### src/rtl/ceb_pkg.sv
// ceb_pkg: constants for the execution subset block
// assumes a 12-bit instruction word and an 11-bit program counter
package ceb_pkg;
    localparam int DATA_W   = 8;
    localparam int FADDR_W  = 5;
    localparam int PC_W     = 11;
    localparam int INSTR_W  = 12;
    // opcode patterns, 12-bit word
    localparam logic [5:0]  OPC_COMPLEMENT = 6'h09; // 0010 01df ffff
    localparam logic [5:0]  OPC_DECREMENT  = 6'h03; // 0000 11df ffff
    localparam logic [5:0]  OPC_INCREMENT  = 6'h0A; // 0010 10df ffff
    localparam logic [5:0]  OPC_DEC_SKIP   = 6'h0B; // 0010 11df ffff
    localparam logic [5:0]  OPC_INC_SKIP   = 6'h0F; // 0011 11df ffff
    localparam logic [2:0]  OPC_JUMP       = 3'h5;  // 101k kkkk kkkk
    localparam logic [3:0]  OPC_OR_LIT     = 4'hD;  // 1101 kkkk kkkk
    // field positions
    localparam int DEST_BIT  = 5;
    localparam int PAGE_LO   = 5;
    localparam int PAGE_HI   = 6;
    localparam int JUMP_W    = 9;
    // reset values
    localparam logic [7:0]  ACC_RST = 8'h00;
    localparam logic [10:0] PC_RST  = 11'h7FF;
    typedef enum logic [1:0] {
        EX_RUN   = 2'b00,
        EX_FLUSH = 2'b01
    } ceb_state_type;
endpackage
### src/rtl/ceb_exec.sv
// ceb_exec: executes a subset of 8-bit core instructions, one per enabled cycle
// assumes fetch supplies the word each instruction cycle and file reads are combinational
//
// Contract
// - complement file register, result to acc or file by d, update zero
// - decrement file register, result to acc or file by d, update zero
// - increment file register, result to acc or file by d, update zero
// - decrement and skip: write result, flags untouched, zero result flushes prefetch
// - increment and skip: write result, flags untouched, zero result flushes prefetch
// - jump loads 9-bit immediate into pc low, status 6:5 into pc 10:9
// - jump always two cycles, prefetch discarded, no flag change
// - or literal into accumulator, update zero
`timescale 1ns/10ps
`default_nettype none
module ceb_exec
    import ceb_pkg::*;
(
    // clock and reset
    input  wire logic               clk,
    input  wire logic               rst_n,
    // instruction side
    input  wire logic               cycleEn,
    input  wire logic [INSTR_W-1:0] instrWord,
    // file register read
    output logic      [FADDR_W-1:0] fileAddr_r,
    input  wire logic [DATA_W-1:0]  fileRdData,
    input  wire logic [7:0]         statusIn,
    // file register write
    output logic                    fileWe_r,
    output logic      [FADDR_W-1:0] fileWrAddr_r,
    output logic      [DATA_W-1:0]  fileWrData_r,
    // core state
    output logic      [DATA_W-1:0]  acc_r,
    output logic                    zeroWe_r,
    output logic                    zeroVal_r,
    output logic      [PC_W-1:0]    pc_r,
    output logic                    flush_r
);

    // ----------------------------------------
    // operand decode
    // ----------------------------------------
    function automatic logic isFileOp(input logic [INSTR_W-1:0] w, input logic [5:0] opc);
        isFileOp = (w[11:6] == opc);
    endfunction

    logic [DATA_W-1:0] result;
    logic              toFile;
    logic              doWrite;
    logic              setZero;
    logic              skipHit;
    logic              isJump;

    always_comb
    begin
        result  = '0;
        toFile  = instrWord[DEST_BIT];
        doWrite = 1'b0;
        setZero = 1'b0;
        skipHit = 1'b0;
        isJump  = 1'b0;
        if (isFileOp(instrWord, OPC_COMPLEMENT))
        begin
            result  = ~fileRdData;
            doWrite = 1'b1;
            setZero = 1'b1;
        end
        else if (isFileOp(instrWord, OPC_DECREMENT))
        begin
            result  = fileRdData - 8'h01;
            doWrite = 1'b1;
            setZero = 1'b1;
        end
        else if (isFileOp(instrWord, OPC_INCREMENT))
        begin
            result  = fileRdData + 8'h01;
            doWrite = 1'b1;
            setZero = 1'b1;
        end
        else if (isFileOp(instrWord, OPC_DEC_SKIP))
        begin
            result  = fileRdData - 8'h01;
            doWrite = 1'b1;
            skipHit = (result == 8'h00);
        end
        else if (isFileOp(instrWord, OPC_INC_SKIP))
        begin
            result  = fileRdData + 8'h01;
            doWrite = 1'b1;
            skipHit = (result == 8'h00);
        end
        else if (instrWord[11:9] == OPC_JUMP)
        begin
            isJump = 1'b1;
        end
        else if (instrWord[11:8] == OPC_OR_LIT)
        begin
            result  = acc_r | instrWord[7:0];
            doWrite = 1'b1;
            toFile  = 1'b0;
            setZero = 1'b1;
        end
    end

    // ----------------------------------------
    // execute state
    // ----------------------------------------
    ceb_state_type     state_r;
    ceb_state_type     state_nxt;
    logic [DATA_W-1:0] acc_nxt;
    logic [PC_W-1:0]   pc_nxt;
    logic              fileWe_nxt;
    logic [DATA_W-1:0] fileWrData_nxt;
    logic              zeroWe_nxt;
    logic              zeroVal_nxt;
    logic              flush_nxt;

    always_comb
    begin
        state_nxt      = state_r;
        acc_nxt        = acc_r;
        pc_nxt         = pc_r;
        fileWe_nxt     = 1'b0;
        fileWrData_nxt = fileWrData_r;
        zeroWe_nxt     = 1'b0;
        zeroVal_nxt    = zeroVal_r;
        flush_nxt      = 1'b0;
        if (cycleEn)
        begin
            pc_nxt = pc_r + 11'h001;
            case (state_r)
                EX_FLUSH:
                begin
                    // prefetched word runs as a no-operation
                    state_nxt = EX_RUN;
                end
                default:
                begin
                    if (doWrite && toFile)
                    begin
                        fileWe_nxt     = 1'b1;
                        fileWrData_nxt = result;
                    end
                    else if (doWrite)
                    begin
                        acc_nxt = result;
                    end
                    if (setZero)
                    begin
                        zeroWe_nxt  = 1'b1;
                        zeroVal_nxt = (result == 8'h00);
                    end
                    if (isJump)
                    begin
                        pc_nxt = {statusIn[PAGE_HI:PAGE_LO], instrWord[JUMP_W-1:0]};
                    end
                    if (isJump || skipHit)
                    begin
                        state_nxt = EX_FLUSH;
                        flush_nxt = 1'b1;
                    end
                end
            endcase
        end
    end

    always_ff @(posedge clk)
    begin
        if (!rst_n)
        begin
            state_r      <= EX_RUN;
            acc_r        <= ACC_RST;
            pc_r         <= PC_RST;
            fileWe_r     <= 1'b0;
            fileWrData_r <= '0;
            fileWrAddr_r <= '0;
            fileAddr_r   <= '0;
            zeroWe_r     <= 1'b0;
            zeroVal_r    <= 1'b0;
            flush_r      <= 1'b0;
        end
        else
        begin
            state_r      <= state_nxt;
            acc_r        <= acc_nxt;
            pc_r         <= pc_nxt;
            fileWe_r     <= fileWe_nxt;
            fileWrData_r <= fileWrData_nxt;
            fileWrAddr_r <= instrWord[FADDR_W-1:0];
            fileAddr_r   <= instrWord[FADDR_W-1:0];
            zeroWe_r     <= zeroWe_nxt;
            zeroVal_r    <= zeroVal_nxt;
            flush_r      <= flush_nxt;
        end
    end

    // ----------------------------------------
    // checks
    // ----------------------------------------
    chk_comp_result: assert property (@(posedge clk) disable iff (!rst_n)
        cycleEn && state_r == EX_RUN && isFileOp(instrWord, OPC_COMPLEMENT) && !instrWord[DEST_BIT]
        |=> acc_r == ~$past(fileRdData))
        else $error("complement result wrong");
    chk_dec_result: assert property (@(posedge clk) disable iff (!rst_n)
        cycleEn && state_r == EX_RUN && isFileOp(instrWord, OPC_DECREMENT) && instrWord[DEST_BIT]
        |=> fileWe_r && fileWrData_r == $past(fileRdData) - 8'h01)
        else $error("decrement write wrong");
    chk_inc_result: assert property (@(posedge clk) disable iff (!rst_n)
        cycleEn && state_r == EX_RUN && isFileOp(instrWord, OPC_INCREMENT) && !instrWord[DEST_BIT]
        |=> acc_r == $past(fileRdData) + 8'h01 && zeroWe_r)
        else $error("increment result wrong");
    chk_decskip_flush: assert property (@(posedge clk) disable iff (!rst_n)
        cycleEn && state_r == EX_RUN && isFileOp(instrWord, OPC_DEC_SKIP)
        |=> !zeroWe_r && (flush_r == ($past(fileRdData) == 8'h01)))
        else $error("decrement skip wrong");
    chk_incskip_flush: assert property (@(posedge clk) disable iff (!rst_n)
        cycleEn && state_r == EX_RUN && isFileOp(instrWord, OPC_INC_SKIP)
        |=> !zeroWe_r && (flush_r == ($past(fileRdData) == 8'hFF)))
        else $error("increment skip wrong");
    chk_jump_target: assert property (@(posedge clk) disable iff (!rst_n)
        cycleEn && state_r == EX_RUN && instrWord[11:9] == OPC_JUMP
        |=> pc_r == {$past(statusIn[6:5]), $past(instrWord[8:0])})
        else $error("jump target wrong");
    chk_jump_flush: assert property (@(posedge clk) disable iff (!rst_n)
        cycleEn && state_r == EX_RUN && instrWord[11:9] == OPC_JUMP
        |=> flush_r && !zeroWe_r && state_r == EX_FLUSH)
        else $error("jump not two cycles");
    chk_or_zero: assert property (@(posedge clk) disable iff (!rst_n)
        cycleEn && state_r == EX_RUN && instrWord[11:8] == OPC_OR_LIT
        |=> acc_r == ($past(acc_r) | $past(instrWord[7:0])) && zeroWe_r
            && zeroVal_r == (acc_r == 8'h00))
        else $error("or literal wrong");

endmodule
`default_nettype wire

### config.mk
export PLATFORM = sky130hd
export DESIGN_NAME = ceb_exec
export DESIGN_NICKNAME = d
export VERILOG_FILES = /design/src/rtl/ceb_pkg.sv /design/src/rtl/ceb_exec.sv
export SDC_FILE = /design/constraint.sdc
export NUM_CORES = 1
export LEC_CHECK = 0
export BUFFER_PORTS_ARGS = -buffer_cell sky130_fd_sc_hd__buf_4
export CORE_ASPECT_RATIO = 2
export CORE_MARGIN = 2
export CORE_UTILIZATION = 52
export DETAILED_ROUTE_END_ITERATION = 10
export PLACE_DENSITY_LB_ADDON = 0.2
export SYNTH_ARGS = -nofsm -noshare
export SYNTH_HDL_FRONTEND = slang
export SYNTH_SLANG_ARGS = --single-unit
### constraint.sdc
create_clock -name clk -period 3 [get_ports clk]
set_input_delay 0.75 -clock clk [delete_from_list [all_inputs] [get_ports clk]]
set_output_delay 0.75 -clock clk [all_outputs]
set_load 0.01 [all_outputs]
* Word-level counts from Yosys, hierarchy flattened
Cells that the tools add are included.
** Storage, ports and cells
- Input port bits :: 31
- Output and inout port bits :: 41
- Logic and storage cells :: 81
- Flip-flop bits (word level) :: 38
** Operators by class
- Multiplexer cells :: 44
- Add/subtract/negate cells :: 3
- Bitwise operators :: 6
- Reductions and logical operators :: 11
- Eq/ne operators :: 8
** Operators by type and width (count)
- two-way mux 8 bit :: 7
- two-way mux 1 bit :: 33
- equality test 6 x 4 -> 1 bit, second input constant :: 4
- logical NOT 8 bit :: 3
- two-way mux 11 bit :: 2
- adder 11 x 1 -> 11 bit, second input constant :: 1
- adder 8 x 1 -> 8 bit, second input constant :: 1
- inverter 8 bit :: 1
- OR 8 bit :: 1
- subtractor 8 x 1 -> 8 bit, second input constant :: 1
- equality test 6 x 2 -> 1 bit, second input constant :: 1
- AND reduction 3 bit :: 2
- equality test 4 bit, second input constant :: 1
- two-way mux 2 bit :: 2
- inverter 1 bit :: 4
- AND reduction 4 bit :: 1
- equality test 3 bit, second input constant :: 1
- OR reduction 3 bit :: 1
- equality test 2 x 1 -> 1 bit, second input constant :: 1
- AND reduction 2 bit :: 1
- nonzero test 2 bit :: 1
- logical AND 1 bit :: 1
- logical OR 1 bit :: 1

* Longest topological paths before layout
- Depth after elaboration :: 11
- Gate-level depth with buffers :: 8
- Mapped depth without buffers :: 8

* Worst setup path after synthesis
Ideal clock, no wire load.
- Path kind :: input -> register
- From :: input port fileRdData[1]
- To :: register zeroVal_r
- Stages :: 8
- Slack :: 0.278 ns
- Library setup time :: 0.096 ns
- Path buffers :: 0
- Arrival time :: 2.627 ns
- Required time :: 2.904 ns
- Cells stage by stage :: inv_1 > ha_1 > nor3b_2 > nor3b_1 > o21ai_0 > a211o_1 > or4_1 > o41ai_2
** Between the ends
- Longest elaborated chain between the ends :: 7
- Elaborated cells between the ends (all ways) :: 9
- Classes of those cells :: 2 x add/sub; 5 x mux; 1 x bitwise; 1 x reduce/logical
** RTL lines
- from (decl) :: line ceb_exec.sv:26 : input wire logic [DATA_W-1:0] fileRdData,
- adder 8 x 1 -> 8 bit :: line ceb_exec.sv:76, ceb_exec.sv:88
- two-way mux 8 bit :: line ceb_exec.sv:86 : else if (isFileOp(instrWord, OPC_INC_SKIP))
- two-way mux 8 bit :: line ceb_exec.sv:80 : else if (isFileOp(instrWord, OPC_DEC_SKIP))
- two-way mux 8 bit :: line ceb_exec.sv:74 : else if (isFileOp(instrWord, OPC_INCREMENT))
- two-way mux 8 bit :: line ceb_exec.sv:68 : else if (isFileOp(instrWord, OPC_DECREMENT))
- two-way mux 8 bit * :: line ceb_exec.sv:62 : if (isFileOp(instrWord, OPC_COMPLEMENT))
- logical NOT 8 bit * :: line ceb_exec.sv:151 : zeroVal_nxt = (result == 8'h00);
- to (signal assigned) :: line ceb_exec.sv:192 : zeroVal_r <= zeroVal_nxt;
- to (decl) :: line ceb_exec.sv:35 : output logic zeroVal_r,
Every way passes the cells marked *; elsewhere a longest branch is shown, timed or not.
A chain may end at the register's enable or synchronous reset.

* Final worst setup path
Ends and elaborated chain as after synthesis.

==> flow_summary.toml <==
[power]
comb_power_share = 0.260
seqPwrFrac = 0.450
p_clk_frac = 0.290
p_sw_frac = 0.3157
p_leak_nw = 1.312
intPower_uw = 819.2
total_power_mw = 1.197
p_per_area_mw_per_mm2 = 398.8
peakVddDrop_uv = 502.0
p_switching_uw = 378.0

[finish]
antenna_cells = 0
synthToLayoutAreaGrowth_pct = 25.54
design_area_mm2 = 0.003002
final_common_cell = "buf_4"
drive_gt1_frac = 0.2583
layout_common_cells = "buf_4, dfxtp_1, nand2_1"
fin_nets = 394

[detailed_routing]
route.met2.wl_mm = 3.895
vias = 2499
drt_iter0_markers = 84
drtPass1Iterations = 4
topRoutingLayerUsed = "met4"
wirelength_mm = 7.007
wl_per_cell_um = 16.93
ant_nets = 0
drc = 0
met1_length_mm = 2.502
wl_met3_um = 286
viasPerCell = 6.036

[sta]
fin_skew_ps = 6.839
fin_crit_sh = 0.8738
relSlewSlack = 0.5499
clock.fmax_mhz = 381.5
setup_ws_ps = 378.5
tightest_slew_ps = 675.2
drv_slew = 0
hold_viol_final = 0
period_minus_slack_ps = 2621
fin_tns_setup_ps = 0
rsz0062_at_grt = "false"
setup-violations-final = 0

[synth]
yosysWarningCount = 0
ys_seq_area_frac = 0.3098
syn_inst = 300
netlist_area_mm2 = 0.002391
async_flop_share = 0
avgSynthCellArea_um2 = 7.970
synthTopCellsByArea = "dfxtp_1, nand2_1, mux2i_1"
synth_cell_types = 55
syn-num-nets = 335
yosysTopAreaCellShare = 0.3098
synth_edf_count = 0
synth-seq-cells = 37
yosysTopAreaCell = "dfxtp_1"
synthFlopType = "dfxtp_1"

[worst_setup_path]
cp_slowest_stage_delay_ps = 530
cpLargestDelayFamily = "simple AND/OR/NAND/NOR gates"
end_kind = "flip-flop"
crit_required_ps = 3200
crit_buf_inv = 2
cp.arrival_ps = 2820
critical_path_class = "in -> reg"
cp_max_fo = 7
cp_cell_sequence = "buf_4, inv_1, ha_1, nor3b_2, nor3b_1, o21ai_0, a211o_1, or4_1, o41ai_2"
cp_slowest_cell = "or4_1"
cp-start-kind = "input pin"

[floorplan]
die_area_mm2 = 0.005190
chipWidth_um = 51.95
die_h_um = 99.90
initial_core_util = 0.5457
core_mm2 = 0.004382
num_rows = 34
io_pins = 72

[clocking]
postCtsSetupBuffers = 0
cts.sinks = 37
cts_root_buf = "clkbuf_8"
cts_buffers = 5
cts_resized = 0
clock_latency_ps = 290
cts_hold_buffers = 0
clk_pin_slew_ps = 80
tritoncts = "built"
max-clock-path-buffers = 2
cts.htree.levels = 2

[placed_design]
portBuffers = 65
post-dp-hpwl_mm = 5.345
dp_worst_setup_slack_ps = 100.4
gp_routability_congestion = 0.8952
place_area_mm2 = 0.002914

[flow_run]
drv_cap = 0

[global_route]
grt_pass1_wl_mm = 11.04
grt_max_degree = 37
grt_pass1_vias = 2364
antenna_found_initial = 0
grt_overflow = 0
track_usage = 0.2740

[worst_hold_path]
hold_path_class = "reg -> reg"

[outcome]
status = "finished, final reports clean"
-- state kept, by name (all words and copies together) (netlist names) --
| signal | count |
|---|---|
| pc_r | 11 |
| acc_r | 8 |
| fileWrData_r | 8 |
| fileWrAddr_r | 5 |
| fileWe_r | 1 |
| flush_r | 1 |
| state_r | 1 |
| zeroVal_r | 1 |
| zeroWe_r | 1 |
-- cell type report --
type                            count  area [µm²]
Sequential cell                    37       740.7
Timing Repair Buffer               75       563.0
Multi-Input combinational cell    233        1516
Tap cell                           54       67.56
Inverter                            7       26.28
Fill cell                         394        1380
Clock inverter                      2       15.01
Clock buffer                        6       72.57
-- synthesized netlist by cell type (5+ instances only) --
cell / count
dfxtp_1: 37
nand2_1: 35
nor2_1: 25
o21ai_0: 22
nor2b_1: 13
clkbuf_1: 12
mux2i_1: 12
nand3_1: 12
and2_1: 10
a21oi_1: 8
a31oi_1: 7
inv_1: 7
buf_4: 6
o211ai_1: 6
o22ai_1: 6
o21a_1: 5
o221ai_1: 5
-- kinds of logic after synthesis --
kind of cell	share of synthesized area
DFF	0.3098
muxes	0.05024
adders and majority gates	0.02093
AOI/OAI and AO/OA	0.2344
xor gates and xnor gates	0.02930
buffers and inverters	0.05861
and+or+nand+nor	0.2967
-- worst reg2reg max path, stage by stage, from the launching register on --
cell and delay [ps]:
dfxtp_1 380, or4bb_1 860, nand2_1 240, o22ai_1 90
nand2_1 90, o21ai_0 100, nand2_1 80
-- power groups by stage --
stage	clock network [mW]	registers, mW	logic [mW]
4_1_cts	0.348	0.538	0.310
3_5_place_dp	0	0.549	0.308
6_report	0.347	0.539	0.311
3_3_place_gp	0	0.549	0.302
2_1_floorplan	0	0.555	0.183
5_1_grt	0.370	0.542	0.342
-- final timing paths --
check	startpoint	to	slack [ps]	cells after the start
setup / recovery	fileRdData[1]	zeroVal_r	380	9
hold / removal	acc_r[0]	acc_r[0]	500	2
setup reg to reg	state_r[0]	pc_r[6]	1120	6
hold reg to reg	acc_r[0]	acc_r[0]	500	2
-- metal layers --
layer,vias up,global-route usage
met4,0,0.1498
met5,-,0
met3,26,0.02827
met2,92,0.4966
li1,1213,-
met1,1168,0.2951
-- metrics by stage --
step | hold WS (ps) | std cells | utilization
final | 495.8 | 414 | 0.6850
after global routing | 512.5 | 414 | 0.6850
after CTS | 497.2 | 414 | 0.6850
after detailed placement | 483.9 | 406 | 0.6650
after global placement | 475.6 | 406 | 0.6650
after floorplan | 496.6 | 300 | -
(Power assumes the default switching activity.)
